<file path="src/rtl/isagg_consts.svh">
// constants for the interrupt source aggregator: node numbers, counts
// assumes nothing beyond a SystemVerilog compiler
`ifndef ISAGG_CONSTS_SVH
`define ISAGG_CONSTS_SVH

`define ISAGG_NODE_CNT      24
`define ISAGG_NODE_CCU0     4
`define ISAGG_NODE_SER0     8
`define ISAGG_NODE_SER1     9
`define ISAGG_NODE_UART0    10
`define ISAGG_NODE_UART1    11
`define ISAGG_NODE_EXT0     12
`define ISAGG_NODE_EXT1     13
`define ISAGG_NODE_WAKE     14
`define ISAGG_NODE_DIV      15
`define ISAGG_NODE_PUMP     17
`define ISAGG_NODE_BRIDGE   18
`define ISAGG_NODE_SWITCH   19
`define ISAGG_NODE_SENSE    20
`define ISAGG_NODE_DIFF     21
`define ISAGG_NODE_MON      22
`define ISAGG_NODE_PORT     23
`define ISAGG_PULSE_CYC     2
`define ISAGG_CCU_EVENTS    4
`define ISAGG_PUMP_SRC      7
`define ISAGG_BRIDGE_SRC    9
`define ISAGG_SWITCH_SRC    3
`define ISAGG_MON_SRC       16
`define ISAGG_PORT_SRC      16
`define ISAGG_UART0_SRC     12
`define ISAGG_UART1_SRC     8

`endif

</file>
<file path="src/rtl/isagg_pkg.sv">
// types for the interrupt source aggregator
// assumes the constants header is on the include path
package isagg_pkg;
    `include "isagg_consts.svh"
    typedef logic [`ISAGG_NODE_CNT-1:0] isagg_node_t;
    typedef logic [1:0]                 isagg_ptr_t;
    typedef enum logic {ISAGG_LEVEL, ISAGG_EDGE} isagg_kind_e;
endpackage

</file>
<file path="src/rtl/isagg_src_if.sv">
// bundle between the aggregator top and its sticky flag bank
// assumes one clock domain, mclk
`timescale 1ns/1ps
interface isagg_src_if #(parameter int N = 8);
    logic [N-1:0] event_in;
    logic [N-1:0] clear;
    logic [N-1:0] flag;
    modport bank (input event_in, input clear, output flag);
    modport user (output event_in, output clear, input flag);
endinterface

</file>
<file path="src/rtl/isagg_flag_bank.sv">
// bank of sticky status flags, edge or level sensitive per bit
// assumes event inputs synchronous to mclk
`timescale 1ns/1ps
module isagg_flag_bank #(
    parameter int                    N       = 8,
    parameter logic [N-1:0]          IS_EDGE = '0
) (
    // clock and reset
    input  wire logic mclk,
    input  wire logic rst_n,
    // sources and flags
    isagg_src_if.bank src
);
    import isagg_pkg::*;

    logic [N-1:0] prev;
    logic [N-1:0] hit;

    // refuse an empty bank while elaborating
    if (N < 1) begin : g_bad_width
        $error("flag bank needs at least one source");
    end

    genvar i;
    generate
        for (i = 0; i < N; i++) begin : g_bit
            // edge sources catch a single rising-edge cycle
            assign hit[i] = IS_EDGE[i] ? (src.event_in[i] & ~prev[i])
                                       : src.event_in[i];
            always_ff @(posedge mclk) begin
                if (!rst_n) begin
                    prev[i]     <= 1'b0;
                    src.flag[i] <= 1'b0;
                end else begin
                    prev[i] <= src.event_in[i];
                    // set wins over a clear in the same cycle
                    if (hit[i])
                        src.flag[i] <= 1'b1;
                    else if (src.clear[i])
                        src.flag[i] <= 1'b0;
                end
            end
        end
    endgenerate
endmodule

</file>
<file path="src/rtl/isagg_top.sv">
// interrupt source aggregator: event flags and enables to request nodes
// assumes all inputs synchronous to mclk; clear inputs are one-cycle
// software clear strobes from the owning register block
//
// Contract
// - capture/compare lines drive nodes 4-7, 2-cycle
// - any capture/compare event routes via node pointer
// - serial channels nodes 8/9, three 2-cycle requests
// - UART receive flag copied onto node 10/11
// - UART transmit flag copied onto node 10/11
// - sync byte error/end share one enable
// - timer overflow/external flags edge, nodes 10/11
// - transceiver faults set own and shared fail
// - tx line timeout, mode error edge node 10
// - third pin rise/fall flags on node 11
// - first, second pins on nodes 12, 13
// - wake-up edge flag on node 14
// - divider error and done on node 15
// - charge pump seven edge sources node 17
// - bridge overcurrents level sources node 18
// - bridge drain monitors edge sources node 18
// - bridge sequence error level node 18
// - switch overcurrent, overtemp, open load node 19
// - sense amp thresholds edge on node 20
// - diff unit thresholds edge on node 21
// - monitor wakes and thresholds on node 22
// - port thresholds edge on node 23
// - disabled source never requests; node enables
`timescale 1ns/1ps
module isagg_top
    import isagg_pkg::*;
(
    // clock and reset
    input  wire logic                      mclk,
    input  wire logic                      rst_n,
    // capture/compare events, enables and node pointers
    input  wire logic [3:0]                ccu_event,
    input  wire logic [3:0]                ccu_event_en,
    input  wire logic [7:0]                node_pointer_regs,
    // synchronous serial channels: error, tx, rx per channel
    input  wire logic [2:0]                serial0_event,
    input  wire logic [2:0]                serial0_en,
    input  wire logic [2:0]                serial1_event,
    input  wire logic [2:0]                serial1_en,
    // uarts: flags kept by the uart, mirrored here
    input  wire logic [1:0]                receive_complete_flag,
    input  wire logic [1:0]                receive_en,
    input  wire logic [1:0]                transmit_complete_flag,
    input  wire logic [1:0]                transmit_en,
    // uart0 line events and enables, timers for both uarts
    input  wire logic                      sync_error_event,
    input  wire logic                      sync_end_event,
    input  wire logic                      sync_irq_enable,
    input  wire logic [1:0]                timer_overflow_event,
    input  wire logic [1:0]                timer_overflow_en,
    input  wire logic [1:0]                timer_external_event,
    input  wire logic [1:0]                timer_external_en,
    input  wire logic                      lin_overtemp_event,
    input  wire logic                      lin_overtemp_en,
    input  wire logic                      lin_overcurrent_event,
    input  wire logic                      lin_overcurrent_en,
    input  wire logic                      tx_line_timeout,
    input  wire logic                      tx_line_timeout_en,
    input  wire logic                      mode_machine_error,
    input  wire logic                      mode_machine_error_en,
    // external pins 0..2 and wake-up
    input  wire logic [2:0]                ext_pin,
    input  wire logic [2:0]                ext_pin_en,
    input  wire logic                      wake_event,
    input  wire logic                      wake_en,
    // divider: bit0 error, bit1 done
    input  wire logic [1:0]                divide_event,
    input  wire logic [1:0]                divide_en,
    // analog supervision sub-sources and their enables
    input  wire logic [6:0]                pump_event,
    input  wire logic [6:0]                pump_en,
    input  wire logic [8:0]                bridge_event,
    input  wire logic [8:0]                bridge_en,
    input  wire logic [2:0]                switch_event,
    input  wire logic [2:0]                switch_en,
    input  wire logic [1:0]                sense_amp_event,
    input  wire logic [1:0]                sense_amp_en,
    input  wire logic [1:0]                diff_unit_event,
    input  wire logic [1:0]                diff_unit_en,
    input  wire logic [3:0]                monitor_level,
    input  wire logic [3:0]                monitor_en,
    input  wire logic [7:0]                monitor_thresh_event,
    input  wire logic [7:0]                monitor_thresh_en,
    input  wire logic [15:0]               port_thresh_event,
    input  wire logic [15:0]               port_thresh_en,
    // software clears, one-cycle strobes per flag group
    input  wire logic [11:0]               uart0_clear,
    input  wire logic [7:0]                uart1_clear,
    input  wire logic [1:0]                ext01_clear,
    input  wire logic [2:0]                misc_clear,
    input  wire logic [6:0]                pump_clear,
    input  wire logic [8:0]                bridge_clear,
    input  wire logic [2:0]                switch_clear,
    input  wire logic [3:0]                analog_clear,
    input  wire logic [15:0]               monitor_clear,
    input  wire logic [15:0]               port_clear,
    input  wire logic                      fail_clear,
    // node-wide enables
    input  wire isagg_pkg::isagg_node_t    node_en,
    // requests and status
    output isagg_pkg::isagg_node_t         node_req,
    output logic                           transceiver_fail_flag,
    output logic [11:0]                    uart0_status,
    output logic [7:0]                     uart1_status
);
    import isagg_pkg::*;

    // ******************************************************
    // short pulse stretch for the 2-cycle level nodes
    // ******************************************************
    logic [3:0] ccu_route;
    logic [5:0] ser_evt;
    logic [5:0] ser_en;
    logic [9:0] pulse_in;
    logic [9:0] pulse_d;
    logic [9:0] pulse_q;

    // each event lands on the node its pointer names
    genvar n;
    generate
        for (n = 0; n < 4; n++) begin : g_route
            assign ccu_route[n] =
                |{ccu_event[0] & ccu_event_en[0]
                     & (node_pointer_regs[1:0] == 2'(n)),
                  ccu_event[1] & ccu_event_en[1]
                     & (node_pointer_regs[3:2] == 2'(n)),
                  ccu_event[2] & ccu_event_en[2]
                     & (node_pointer_regs[5:4] == 2'(n)),
                  ccu_event[3] & ccu_event_en[3]
                     & (node_pointer_regs[7:6] == 2'(n))};
        end
    endgenerate

    assign ser_evt  = {serial1_event, serial0_event};
    assign ser_en   = {serial1_en, serial0_en};
    assign pulse_in = {ser_evt & ser_en, ccu_route};

    // a request lasts the event cycle plus one more
    always_ff @(posedge mclk) begin
        if (!rst_n)
            pulse_d <= '0;
        else
            pulse_d <= pulse_in;
    end
    assign pulse_q = pulse_in | pulse_d;

    // ******************************************************
    // sticky flag banks
    // ******************************************************
    // uart0: 0 sync err, 1 sync end, 2 ovf, 3 ext, 4 lin ot, 5 lin oc,
    // 6 timeout, 7 mode err, 8..11 spare kept zero
    isagg_src_if #(.N(`ISAGG_UART0_SRC)) u0_if ();
    isagg_src_if #(.N(`ISAGG_UART1_SRC)) u1_if ();
    isagg_src_if #(.N(2))                 e_if ();
    isagg_src_if #(.N(3))                 m_if ();
    isagg_src_if #(.N(`ISAGG_PUMP_SRC))   p_if ();
    isagg_src_if #(.N(`ISAGG_BRIDGE_SRC)) b_if ();
    isagg_src_if #(.N(`ISAGG_SWITCH_SRC)) s_if ();
    isagg_src_if #(.N(4))                 a_if ();
    isagg_src_if #(.N(`ISAGG_MON_SRC))    mo_if ();
    isagg_src_if #(.N(`ISAGG_PORT_SRC))   po_if ();
    logic [2:0] ext_pin_q;
    logic [3:0] mon_q;

    // sync flags are level, timer/ot/timeout/mode are edge
    assign u0_if.event_in = {4'h0, mode_machine_error, tx_line_timeout,
        lin_overcurrent_event, lin_overtemp_event,
        timer_external_event[0], timer_overflow_event[0],
        sync_end_event, sync_error_event};
    assign u0_if.clear    = uart0_clear;
    // uart1: 0 ovf, 1 ext, 2..3 pin2 rise/fall, 4..7 spare
    assign u1_if.event_in = {4'h0, ~ext_pin[2] & ext_pin_q[2],
        ext_pin[2] & ~ext_pin_q[2],
        timer_external_event[1], timer_overflow_event[1]};
    assign u1_if.clear    = uart1_clear;
    // pins 0,1: one flag each, either edge
    assign e_if.event_in  = ext_pin[1:0] ^ ext_pin_q[1:0];
    assign e_if.clear     = ext01_clear;
    assign m_if.event_in  = {divide_event, wake_event};
    assign m_if.clear     = misc_clear;
    assign p_if.event_in  = pump_event;
    assign p_if.clear     = pump_clear;
    assign b_if.event_in  = bridge_event;
    assign b_if.clear     = bridge_clear;
    assign s_if.event_in  = switch_event;
    assign s_if.clear     = switch_clear;
    assign a_if.event_in  = {diff_unit_event, sense_amp_event};
    assign a_if.clear     = analog_clear;
    // monitors: 0..3 rise, 4..7 fall, 8..15 threshold compares
    assign mo_if.event_in = {monitor_thresh_event,
        ~monitor_level & mon_q, monitor_level & ~mon_q};
    assign mo_if.clear    = monitor_clear;
    assign po_if.event_in = port_thresh_event;
    assign po_if.clear    = port_clear;

    always_ff @(posedge mclk) begin
        if (!rst_n) begin
            ext_pin_q <= '0;
            mon_q     <= '0;
        end else begin
            ext_pin_q <= ext_pin;
            mon_q     <= monitor_level;
        end
    end

    isagg_flag_bank #(.N(`ISAGG_UART0_SRC), .IS_EDGE(12'h0DC)) u_u0 (
        .mclk(mclk), .rst_n(rst_n), .src(u0_if.bank));
    isagg_flag_bank #(.N(`ISAGG_UART1_SRC), .IS_EDGE(8'h03)) u_u1 (
        .mclk(mclk), .rst_n(rst_n), .src(u1_if.bank));
    isagg_flag_bank #(.N(2), .IS_EDGE(2'h0)) u_e (
        .mclk(mclk), .rst_n(rst_n), .src(e_if.bank));
    isagg_flag_bank #(.N(3), .IS_EDGE(3'h1)) u_m (
        .mclk(mclk), .rst_n(rst_n), .src(m_if.bank));
    // pump sources are all edge
    isagg_flag_bank #(.N(`ISAGG_PUMP_SRC), .IS_EDGE(7'h7F)) u_p (
        .mclk(mclk), .rst_n(rst_n), .src(p_if.bank));
    // 0..3 overcurrent level, 4..7 drain edge, 8 sequence level
    isagg_flag_bank #(.N(`ISAGG_BRIDGE_SRC), .IS_EDGE(9'h0F0)) u_b (
        .mclk(mclk), .rst_n(rst_n), .src(b_if.bank));
    isagg_flag_bank #(.N(`ISAGG_SWITCH_SRC), .IS_EDGE(3'h6)) u_s (
        .mclk(mclk), .rst_n(rst_n), .src(s_if.bank));
    isagg_flag_bank #(.N(4), .IS_EDGE(4'hF)) u_a (
        .mclk(mclk), .rst_n(rst_n), .src(a_if.bank));
    isagg_flag_bank #(.N(`ISAGG_MON_SRC), .IS_EDGE(16'hFF00)) u_mo (
        .mclk(mclk), .rst_n(rst_n), .src(mo_if.bank));
    isagg_flag_bank #(.N(`ISAGG_PORT_SRC), .IS_EDGE(16'hFFFF)) u_po (
        .mclk(mclk), .rst_n(rst_n), .src(po_if.bank));

    // ******************************************************
    // per-node gating and or
    // ******************************************************
    logic [11:0] u0_en;
    logic [7:0]  u1_en;
    logic [15:0] mo_en;
    isagg_node_t raw_req;
    isagg_node_t next_req;

    assign u0_en = {4'h0, mode_machine_error_en, tx_line_timeout_en,
        lin_overcurrent_en, lin_overtemp_en, timer_external_en[0],
        timer_overflow_en[0], sync_irq_enable, sync_irq_enable};
    assign u1_en = {4'h0, ext_pin_en[2], ext_pin_en[2],
        timer_external_en[1], timer_overflow_en[1]};
    assign mo_en = {monitor_thresh_en, monitor_en, monitor_en};

    // uart flags are mirrored as levels, never stored here
    // they stay set until software clears them in the uart
    assign raw_req[3:0]  = '0;
    assign raw_req[7:4]  = pulse_q[3:0];
    assign raw_req[8]    = |pulse_q[6:4];
    assign raw_req[9]    = |pulse_q[9:7];
    assign raw_req[10]   = |(u0_if.flag & u0_en)
        | (receive_complete_flag[0] & receive_en[0])
        | (transmit_complete_flag[0] & transmit_en[0]);
    assign raw_req[11]   = |(u1_if.flag & u1_en)
        | (receive_complete_flag[1] & receive_en[1])
        | (transmit_complete_flag[1] & transmit_en[1]);
    assign raw_req[12]   = e_if.flag[0] & ext_pin_en[0];
    assign raw_req[13]   = e_if.flag[1] & ext_pin_en[1];
    assign raw_req[14]   = m_if.flag[0] & wake_en;
    assign raw_req[15]   = |(m_if.flag[2:1] & divide_en);
    assign raw_req[16]   = 1'b0;
    assign raw_req[17]   = |(p_if.flag & pump_en);
    assign raw_req[18]   = |(b_if.flag & bridge_en);
    assign raw_req[19]   = |(s_if.flag & switch_en);
    assign raw_req[20]   = |(a_if.flag[1:0] & sense_amp_en);
    assign raw_req[21]   = |(a_if.flag[3:2] & diff_unit_en);
    // threshold compares latch like the wake edges, so a one-cycle
    // compare event is still pending when the core gets to it
    assign raw_req[22]   = |(mo_if.flag & mo_en);
    assign raw_req[23]   = |(po_if.flag & port_thresh_en);

    // node-wide enable masks every node
    assign next_req = raw_req & node_en;

    always_ff @(posedge mclk) begin
        if (!rst_n) begin
            node_req              <= '0;
            transceiver_fail_flag <= 1'b0;
            uart0_status          <= '0;
            uart1_status          <= '0;
        end else begin
            node_req     <= next_req;
            uart0_status <= u0_if.flag;
            uart1_status <= u1_if.flag;
            // shared fail flag: set beats clear
            if (u0_if.event_in[4] | u0_if.event_in[5])
                transceiver_fail_flag <= 1'b1;
            else if (fail_clear)
                transceiver_fail_flag <= 1'b0;
        end
    end
endmodule

</file>
<file path="config.mk">
export PLATFORM = sky130hd
export DESIGN_NAME = isagg_top
export DESIGN_NICKNAME = d
export VERILOG_FILES = /design/src/rtl/isagg_pkg.sv /design/src/rtl/isagg_src_if.sv /design/src/rtl/isagg_flag_bank.sv /design/src/rtl/isagg_top.sv
export VERILOG_INCLUDE_DIRS = /design/src /design/src/rtl
export SDC_FILE = /design/constraint.sdc
export NUM_CORES = 1
export LEC_CHECK = 0
export BUFFER_PORTS_ARGS = -buffer_cell sky130_fd_sc_hd__buf_2
export CAP_MARGIN = 20
export CORE_MARGIN = 1
export CORE_UTILIZATION = 35
export CTS_CLUSTER_DIAMETER = 150
export DETAILED_ROUTE_END_ITERATION = 10
export GPL_ROUTABILITY_DRIVEN = 0
export GPL_TIMING_DRIVEN = 0
export SETUP_SLACK_MARGIN = 0.15
export SYNTH_ARGS = -nofsm -noshare
export SYNTH_HDL_FRONTEND = slang
export SYNTH_HIERARCHICAL = 1
export SYNTH_SLANG_ARGS = --single-unit
</file>
<file path="constraint.sdc">
create_clock -name mclk -period 2.4 [get_ports mclk]
set_input_delay 0.24 -clock mclk [delete_from_list [all_inputs] [get_ports mclk]]
set_output_delay 0.24 -clock mclk [all_outputs]
set_load 0.005 [all_outputs]
</file>
==> results.md, run 1 <==
- Top area cells in the synthesized netlist: dfxtp_1, nand2b_1, and2_1
- Run status: completed
- Post-CTS setup repair buffer count: 0
- Top-area cell type share of the netlist area: 0.5590
- Xor-xnor portion of the synthesized cell area: 0.002630
- Clock slew at reported path FFs: 0.07 ns
- # rows: 50
- Initial antenna violation count: 2
- Number of warnings issued by yosys: 6
- DPL Wire Length: 12770 um
- Number of remaining DRC errors: 0
- Overall fraction of global-route tracks in use: 0.1749
- Core Area: 0.01871 mm^2
- Category of the critical setup timing path: in2reg
- Number of I/O port buffers: 310
- Wire length of the first global-routing pass: 26350 um
- Leakage Power: 4.295 nW
- Via count of the first global-routing pass: 5273
- Total power density per cell area: 749.5 mW/mm^2
- Area fraction in and, or, nand and nor cells after synthesis: 0.2554
- Worst slew margin: 0.3540
- Maximum vdd drop: 0.5433 mV
- Die Outline Area: 0.01959 mm^2
- I/O pin total: 321
- CTS resizes: 0
- Part of the power in combinational logic: 0.096
- Layout cell share with drive strength beyond 1: 0.3923
- Final worst-path cycle share: 0.6968
- Ranking of synthesized cells by instance count: dfxtp_1, nand2b_1, and2_1
- # Max-Cap Violations: 0
- Endpoint required time on the critical path: 2.75 ns
- Clk Latency, worst-skew pair: 0.42 ns
- Area fraction in compound gates after synthesis: 0.1600
- Largest fanout on the critical path: 51
- Cell area after synthesis: 0.006661 mm^2
- Dominant cell type by area after synthesis: dfxtp_1
- Per-instance average area after synthesis: 10.87 um^2
- Post-synthesis adder-cell area fraction: 0
- Capturing element type of the critical path: register
- Sequential share of power: 0.486
- Post-route setup TNS: 0 ns
- Multiplexer share of the synthesized area: 0
- Die height: 140.0 um
- Post-cts hold buffer count: 0
- Final global-route overflow total: 0
- Switching portion of total power: 0.2252
- Library cells used by synthesis: 38
- Overall power: 6.857 mW
- Router iterations before antenna repair: 4
- Part of the Yosys area used for sequential elements: 0.5590
- Share of async-settable or async-resettable flops after synthesis: 0
- Post-synthesis sequential element count: 186
- Internal power consumption: 5.313 mW
- CTS tree: built
- Maximum clock path buffer count: 2
- Fill cell instance count of the final layout: 1858
- Largest net degree at the start of global routing: 52
- Starting density of the core: 0.3561
- Main flop type after synthesis: dfxtp_1
- Tightest Hold Check Type: in2reg
- Iter 0 DRT Violations: 210
- Transition time at the pin with the least slew margin: 0.9690 ns
- Total clock sinks: 186
- Hold Violations, Final: 0
- Setup repair after global routing missed its margin: no
- Kind of start point of the critical path: input pin
- Total via count after detailed routing: 5408
- Wirelength, routed: 16660 um
- Switching power: 1.544 mW
- Htree depth: 4
- TritonCTS buffer count: 17
- Most instantiated library cell after synthesis: dfxtp_1
- Die Width: 140.0 um
- Largest family of logic cells by synthesized area: simple AND/OR/NAND/NOR gates
- Final-report setup violation count: 0
- Minimum clock period: 1.672 ns
- Clock share of power: 0.418
- Area added between synthesis and finish: 37.34%
- Arrival time at the worst endpoint: 2.03 ns
- Post-synth EDFFs: 0
- Cell chosen for the clock root: clkbuf_16
- Post-layout nets: 1230
- Worst clock skew: 0.007962 ns
- Remaining antenna violation count after routing: 0
- Post-detailed-route wirelength per cell: 13.87 um
- Max-slew violation total from the final report: 0
- Average vias per placed instance: 4.503
- Fmax: 597.9 MHz
- Number of instances in the synthesized netlist: 613
flip-flops by register name (all words and copies together) (netlist names), 5 cells and up:
register,cells
u_po/prev,16
u_u1/src.flag,8
u_u0/prev,5
uart1_status,8
u_p/src.flag,7
u_po/src.flag,16
u_mo/src.flag,16
u_mo/prev,8
node_req,19
uart0_status,12
u_p/prev,7
u_b/src.flag,9
u_u0/src.flag,12
pulse_d,10
worst paths after layout:
kind,startpoint,to,slack [ns],cells past startpoint
max,rst_n,node_req[9],0.73,5
min,divide_event[1],u_m/src.flag[2],0.02,2
max reg2reg,u_po/src.flag[6],node_req[23],1.12,4
min reg2reg,u_u1/src.flag[6],uart1_status[6],0.45,1
per-stage QoR:
stage | hold WS (ns) | instance area (um^2) | cells | utilization | setup WS, ns
after floorplan | 0.3538 | 6706 | 625 | - | 1.241
after global placement | 0.4335 | 8551 | 1169 | 0.4571 | 0.1563
after detailed placement | 0.4378 | 8551 | 1169 | 0.4571 | 0.1957
after CTS | 0.0006808 | 9146 | 1200 | 0.4890 | 0.6203
after global routing | 0.002680 | 9149 | 1201 | 0.4891 | 0.4081
final | 0.02262 | 9149 | 1201 | 0.4891 | 0.7276
power by group through the flow:
stage | Sequential, mW | Clock, mW | Combinational [mW]
floorplan | 3.39 | 0 | 0.319
global placement | 3.40 | 0 | 0.662
detailed placement | 3.40 | 0 | 0.670
CTS | 3.33 | 2.95 | 0.673
global route | 3.35 | 3.09 | 0.741
finish | 3.33 | 2.87 | 0.661
cell type report:
type                       count  area, um^2  share of cell area
multi-input combinational    419        2834              0.3098
antenna                        1       2.502           0.0002735
tap                          234       292.8             0.03200
clock inverter                12       162.7             0.01778
timing repair buffer         310        1551              0.1696
buffer                        20       148.9             0.01627
clock buffer                  19       432.9             0.04732
sequential                   186        3724              0.4070
cells in the final DEF (no fill, tap or decap), drive strengths merged, types with 4 or more instances in the layout:
cell type / Yosys / routed
and3: 7 / 7
conb: 1 / 13
nor3: 6 / 6
inv: 0 / 4
nand2: 14 / 14
o21a: 31 / 31
a31oi: 4 / 4
clkbuf: 5 / 24
nor2: 6 / 6
o21ai: 6 / 6
nand2b: 99 / 99
a22o: 7 / 7
a22oi: 12 / 12
nand4: 8 / 8
dfxtp: 186 / 186
a21boi: 49 / 49
nor2b: 42 / 42
and2: 80 / 80
a222oi: 5 / 5
o211a: 5 / 5
buf: 15 / 325
a221oi: 7 / 7
per-layer routing:
layer	global-route usage	wire length (um)
met1	0.1964	6941
met2	0.2995	7982
met3	0.06325	1322
met5	0	17
met4	0.07230	395
critical path, stage by stage:
cell and delay (ns):
buf_2 0.72, clkbuf_1 0.42, clkbuf_1 0.40, nand2_1 0.10, a21oi_1 0.11
cell families (layout without fill, tap and decap cells):
group / after synthesis / in the layout
simple gates: 271 / 271
flops: 186 / 186
compound gates: 133 / 133
buf+inv: 20 / 361
xor+xnor: 2 / 2
other cells: 1 / 14
(Power assumes the default switching activity.)
==> run 2: changes to the inputs <==
--- a/config.mk
+++ b/config.mk
@@ -6,6 +6,7 @@
 export SDC_FILE = /design/constraint.sdc
 export NUM_CORES = 1
 export LEC_CHECK = 0
+export ABC_AREA = 1
 export BUFFER_PORTS_ARGS = -buffer_cell sky130_fd_sc_hd__buf_2
 export CAP_MARGIN = 20
 export CORE_MARGIN = 1
==> constraint.sdc (replaced) <==
create_clock -name mclk -period 1.6 [get_ports mclk]
set_input_delay 0.16 -clock mclk [delete_from_list [all_inputs] [get_ports mclk]]
set_output_delay 0.16 -clock mclk [all_outputs]
set_load 0.005 [all_outputs]
==> run 2 against run 1 <==
Against the previous run: register-to-register slack worse by 0.74 ns; die area is 6.9% higher; utilization is 9.6 points higher; power is 61% higher; critical path type unchanged; sequential share of layout area is 8.4 points lower; clock skew is 0.0023 ns higher; non-clock buffer count is 186 higher; critical endpoint is now u_b/src.flag[1]; critical path depth stayed put; sequential cell count stayed put; highest routed layer is now met4.
==> results.md, run 2 <==
- Most frequent cells in the layout: buf_2, nand2_1, inv_1
- Total non-filler cell area in the finished layout: 0.01153 mm^2 (+26%)
- Capturing element type of the critical path: register
- Total power density per cell area: 955.2 mW/mm^2 (+27%)
- Maximum vdd drop: 0.6878 mV (+27%)
- Part of the Yosys area used for sequential elements: 0.5222 (-0.03678)
- Die height: 144.7 um (+3.4%)
- Top-area cell type share of the netlist area: 0.5222 (-0.03678)
- Smallest setup slack after layout: 0.3594 ns (-0.3682 ns)
- Worst clock skew: 0.01029 ns (+0.002325 ns)
- CTS tree: built
- Number of remaining DRC errors: 0 (unchanged)
- Core Area: 0.01972 mm^2 (+5.4%)
- Endpoint required time on the critical path: 1.96 ns (-0.79 ns)
- Die Outline Area: 0.02095 mm^2 (+6.9%)
- Fmax: 806.1 MHz
- Remaining antenna violation count after routing: 0 (unchanged)
- Library cells used by synthesis: 18 (-53%)
- Post-synth EDFFs: 0 (unchanged)
- Number of I/O port buffers: 310 (unchanged)
- Htree depth: 4 (unchanged)
- Hold Violations, Final: 0 (unchanged)
- Die Width: 144.7 um (+3.4%)
- Initial antenna violation count: 2 (unchanged)
- Critical Path Slowest Stage Cell: dlygate4sd3_1
- Most instantiated library cell after synthesis: nand2_1
- Number of instances in the synthesized netlist: 992 (+62%)
- Router iterations before antenna repair: 4 (unchanged)
- Post-layout nets: 1792 (+46%)
- Setup repair after global routing missed its margin: no
- Largest fanout on the critical path: 28 (-45%)
- Overall fraction of global-route tracks in use: 0.2059 (+0.03101)
- Total clock sinks: 186 (unchanged)
- Ranking of synthesized cells by instance count: nand2_1, inv_1, dfxtp_1
- Clk Latency, worst-skew pair: 0.42 ns (about the same)
- Per-instance average area after synthesis: 7.188 um^2 (-34%)
- Cell chosen for the clock root: clkbuf_16
- # Max-Cap Violations: 0 (unchanged)
- Pre-CTS WS: -0.1680 ns (-0.3637 ns)
- Minimum clock period: 1.241 ns
- Final global-route overflow total: 0 (unchanged)
- Max-slew violation total from the final report: 0 (unchanged)
- Largest net degree at the start of global routing: 29 (-44%)
- Maximum clock path buffer count: 2 (unchanged)
- Post-synthesis sequential element count: 186 (unchanged)
- Final-report setup violation count: 0 (unchanged)
- Average vias per placed instance: 4.121 (-8.5%)
- Arrival time at the worst endpoint: 1.60 ns (-0.43 ns)
- Wire length of the first global-routing pass: 32800 um (+24%)
- TritonCTS buffer count: 17 (unchanged)
- CP cell instances: clkbuf_4 > buf_6 > inv_1 > a21oi_1 > dlygate4sd3_1
- Leading cell type in the layout, fill and taps excluded: buf_2
- Run status: completed
- Overall power: 11.01 mW (+61%)
- Area added between synthesis and finish: 61.71%
- Post-detailed-route wirelength per cell: 11.98 um (-14%)
- Clock slew at reported path FFs: 0.06 ns (about the same)
- Iter 0 DRT Violations: 179 (-15%)
- Via count of the first global-routing pass: 7139 (+35%)
- Wirelength, routed: 21520 um (+29%)
- Category of the critical setup timing path: in2reg
- Total via count after detailed routing: 7402 (+37%)
- Kind of start point of the critical path: input pin
- Slowest cell delay on critical path: 0.57 ns (-0.15 ns)
- Dominant cell type by area after synthesis: dfxtp_1
- # rows: 51 (+2.0%)
- Post-CTS setup repair buffer count: 0 (unchanged)
- Leakage Power: 6.610 nW (+54%)
- Share of async-settable or async-resettable flops after synthesis: 0 (unchanged)
- DPL Wire Length: 14900 um (+17%)
- Final worst-path cycle share: 0.7754
- Cell area after synthesis: 0.007131 mm^2 (+7.0%)
- Number of warnings issued by yosys: 6 (unchanged)
- Tightest Hold Check Type: in2reg
- Top reg by flops: node_req
- Starting density of the core: 0.3616 (+0.005514)
- Main flop type after synthesis: dfxtp_1
- Post-place instance area: 0.009059 mm^2 (+5.9%)
- Top area cells in the synthesized netlist: dfxtp_1, nand2_1, inv_1
- Number of flip-flops in the largest register: 19 (unchanged)
- I/O pin total: 321 (unchanged)
- Layout cell share with drive strength beyond 1: 0.2570 (-0.1353)
run 2: cell count changes after synthesis, sizes merged, moves of 49 or more:
cell,delta
a21boi,-49
inv,+256
and2,-80
nor2,+56
nand2,+309
nand2b,-99
nand3,+63
run 2: area by class of cell:
class / instances / area [um^2]
clock inverter: 13 / 190.2
inverter: 256 / 960.9
sequential: 186 / 3724
timing repair buffer: 493 / 3386
clock buffer: 19 / 442.9
buffer: 23 / 196.4
tap: 265 / 331.6
fill: 1778 / 8187
antenna: 2 / 5.005
multi-input combinational: 539 / 2295
run 2: worst paths after layout:
| path | slack (ns) | start | to | cells past startpoint |
|---|---|---|---|---|
| setup reg to reg | 0.38 | u_m/src.flag[1] | u_m/src.flag[1] | 3 |
| setup / recovery | 0.36 | rst_n | u_b/src.flag[1] | 5 |
| hold reg to reg | 0.43 | u_u0/src.flag[9] | uart0_status[9] | 2 |
| hold / removal | 0.02 | uart0_clear[10] | u_u0/src.flag[10] | 4 |
run 2: power breakdown:
part,internal (mW),switching (mW)
clock,2.68,1.84
sequential,4.91,0.120
combinational,0.822,0.636
total,8.41,2.60
run 2: per-stage QoR:
stage | hold slack, ns | instances | TNS [ns] | util
final | 0.02048 | 1796 | 0 | 0.5848
after global routing | 0.01755 | 1796 | 0 | 0.5848
after CTS | 0.0006518 | 1794 | 0 | 0.5844
after detailed placement | 0.3565 | 1579 | -1.486 | 0.4594
after global placement | 0.3524 | 1579 | -1.178 | 0.4594
after floorplan | 0.2535 | 1004 | 0 | -
run 2: layer usage:
metal / GRT usage / part of all wire / vias to the layer above
li1: - / - / 3898
met1: 0.2199 / 0.41 / 3212
met2: 0.3831 / 0.50 / 251
met3: 0.05660 / 0.063 / 41
met4: 0.07701 / 0.025 / 0
met5: 0 / 0 / -
run 2: cells by family (layout without fill, tap and decap cells):
logic type | count (synthesis) | count (layout) | synth area share
simple gates | 478 | 478 | 0.2802
buf+inv | 279 | 804 | 0.1623
flops | 186 | 186 | 0.5222
compound gates | 46 | 46 | 0.03229
xor+xnor | 2 | 2 | 0.002457
other cells | 1 | 15 | 0.0005259
run 2: repair_timing:
item                       in CTS  in global routing
hold buffers                  183                  0
gates resized for setup         0                  1
setup endpoints to repair       0                  7
hold endpoints to repair      157                  0
run 2: critical path, delay by kind of cell:
family	cells	cell delay, ns
AO/OA/AOI/OAI	1	0.15
buffers and inverters	4	1.27
==> run 3: changes to the inputs <==
==> constraint.sdc (replaced) <==
create_clock -name mclk -period 1.1 [get_ports mclk]
set_input_delay 0.11 -clock mclk [delete_from_list [all_inputs] [get_ports mclk]]
set_output_delay 0.11 -clock mclk [all_outputs]
set_load 0.005 [all_outputs]
==> run 3 against run 2 <==
Against the previous run: clock-buffer cell count unchanged; hold slack improved by 0.013 ns; clock power increased by 45%; sequential power increased by 46%; routed wire length rose by 1.4%; die area stayed put; setup slack worse by 0.23 ns; largest power group unchanged.
==> results.md, run 3 (synthesis gave the netlist of run 2 again) <==
- Run status: completed
- Most frequent cells in the layout: nand2_1, buf_2, inv_1
- Overall fraction of global-route tracks in use: 0.2061 (about the same)
- Remaining antenna violation count after routing: 0 (unchanged)
- Post-layout nets: 1799 (+0.39%)
- Largest net degree at the start of global routing: 29 (unchanged)
- Critical register-to-register path endpoint: node_req[23]
- Worst r2r path cells: 6 (+3)
- Total via count after detailed routing: 7452 (+0.68%)
- Sequential share of power: 0.456 (about the same)
- Post-route setup TNS: 0 ns (unchanged)
- Maximum vdd drop: 0.9967 mV (+45%)
- Die height: 144.7 um (unchanged)
- Worst clock skew: 0.009631 ns (-0.0006558 ns)
- Die Outline Area: 0.02095 mm^2 (unchanged)
- Worst hold endpoint: node_req[19]
- # rows: 51 (unchanged)
- Number of remaining DRC errors: 0 (unchanged)
- Top reg by flops: node_req
- Final-report setup violation count: 0 (unchanged)
- Layout cell share with drive strength beyond 1: 0.2747 (+0.01771)
- Minimum clock period: 0.9674 ns
- Iter 0 DRT Violations: 183 (+2.2%)
- Fmax: 1034 MHz
- Switching portion of total power: 0.2355 (-0.0006106)
- Cell chosen for the clock root: clkbuf_16
- Clock share of power: 0.408 (-0.003)
- Final global-route overflow total: 0 (unchanged)
- Via count of the first global-routing pass: 7162 (+0.32%)
- Setup repair after global routing missed its margin: yes
- Switching power: 3.790 mW (+46%)
- Max-slew violation total from the final report: 0 (unchanged)
- Final worst-path cycle share: 0.8794
- CP cell instances: buf_6
- Capturing element type of the critical path: output port
- Category of the critical setup timing path: reg2out
- Slowest cell delay on critical path: 0.33 ns (-0.24 ns)
- Part of the power in combinational logic: 0.136 (+0.004)
- Maximum clock path buffer count: 2 (unchanged)
- Largest fanout on the critical path: 2 (-93%)
- Cell count of the worst hold path: 5 (+1)
- Core Area: 0.01972 mm^2 (unchanged)
- CTS tree: built
- Arrival time at the worst endpoint: 0.86 ns (-0.74 ns)
- Kind of start point of the critical path: register
- Post-detailed-route wirelength per cell: 12.10 um (+0.98%)
- Worst flop-to-flop path startpoint: u_po/src.flag[1]
- Buffers and inverters on the worst path: 1 (-3)
- Wirelength, routed: 21820 um (+1.4%)
- Htree depth: 4 (unchanged)
- Overall power: 16.09 mW (+46%)
- Number of flip-flops in the largest register: 19 (unchanged)
- Family of cells with the greatest summed delay on the critical path: flip-flops
- Total clock sinks: 186 (unchanged)
- Internal power consumption: 12.30 mW (+46%)
- Starting density of the core: 0.3616 (unchanged)
- I/O pin total: 321 (unchanged)
- Leading cell type in the layout, fill and taps excluded: nand2_1
- Reg2reg setup slack: 0.16 ns (-0.22 ns)
- Clock slew at reported path FFs: 0.07 ns (about the same)
- Area added between synthesis and finish: 65.10%
- Initial antenna violation count: 2 (unchanged)
- Post-CTS setup repair buffer count: 0 (unchanged)
- Endpoint required time on the critical path: 0.99 ns (-0.97 ns)
- Leakage Power: 6.673 nW (+0.96%)
- Total power density per cell area: 1367 mW/mm^2 (+43%)
- Critical Path Slowest Stage Cell: dfxtp_2
- Clk Latency, worst-skew pair: 0.42 ns (about the same)
- Hold Violations, Final: 0 (unchanged)
- Tightest Hold Check Type: in2reg
- Die Width: 144.7 um (unchanged)
- Number of I/O port buffers: 310 (unchanged)
- TritonCTS buffer count: 17 (unchanged)
- Wire length of the first global-routing pass: 32810 um (about the same)
- DPL Wire Length: 14900 um (unchanged)
- Router iterations before antenna repair: 4 (unchanged)
- Worst Min Path Start: switch_en[2]
- Average vias per placed instance: 4.133 (+0.28%)
- # Max-Cap Violations: 0 (unchanged)
[run 3: cell types whose count changed in the layout (fill, tap and decap cells not counted), sizes merged]
cell,previous run,this run
buf,332,333
clkbuf,20,19
dlygate4sd3,183,190
[run 3: what timing repair did]
action	4_1_cts	5_1_grt
hold buffers	190	0
setup endpoints to repair	105	43
endpoints found under the hold margin	162	0
pin swaps	0	4
resized for setup	17	34
[run 3: worst max path at each step]
stage / endpoint / depth (start not counted) / from / slack [ns]
floorplan: node_req[10] / 6 / u_u0/src.flag[6] / 0.34
global placement: node_req[15] / 5 / rst_n / -0.62
detailed placement: node_req[9] / 5 / rst_n / -0.62
CTS: uart1_status[0] / 1 / uart1_status[0] / 0.09
global route: transceiver_fail_flag / 1 / transceiver_fail_flag / 0.07
finish: transceiver_fail_flag / 1 / transceiver_fail_flag / 0.13
[run 3: power groups by stage]
| stage | Clock [mW] | Sequential (mW) | Combinational [mW] |
|---|---|---|---|
| final | 6.57 | 7.33 | 2.19 |
| after detailed placement | 0 | 7.47 | 1.59 |
| after floorplan | 0 | 7.43 | 0.779 |
| after global routing | 7.06 | 7.38 | 2.46 |
| after CTS | 6.76 | 7.32 | 2.14 |
| after global placement | 0 | 7.46 | 1.57 |
[run 3: worst min-delay path: stages]
cell and delay (ns):
buf_2 0.08, nand2_1 0.04, nand3_1 0.07, nand3_1 0.08
inv_1 0.05
[run 3: metal layers]
layer  track usage  wire, um
met5             0         0
met1        0.2186      8969
met2        0.3839     11020
met4       0.07368       448
met3       0.06055      1380
[run 3: per-stage QoR]
stage	instance area [um^2]	util	cells	setup WS [ns]	hold WS [ns]
floorplan	7176	-	1004	0.3450	0.2035
global placement	9059	0.4594	1579	-0.6180	0.3024
detailed placement	9059	0.4594	1579	-0.6180	0.3065
CTS	11640	0.5904	1801	0.09075	0.01041
global route	11770	0.5971	1803	0.07204	0.01641
finish	11770	0.5971	1803	0.1326	0.03311
[run 3: final cells by class]
class                   count  area (um^2)
well taps                 265        331.6
plain buffers              23        196.4
fillers                  1734         7945
diodes                      2        5.005
clock buffers              19        442.9
flip-flops and latches    186         3752
repair buffers            500         3578
inverters                 256        960.9
clock inverters            13        190.2
multi-input cells         539         2315
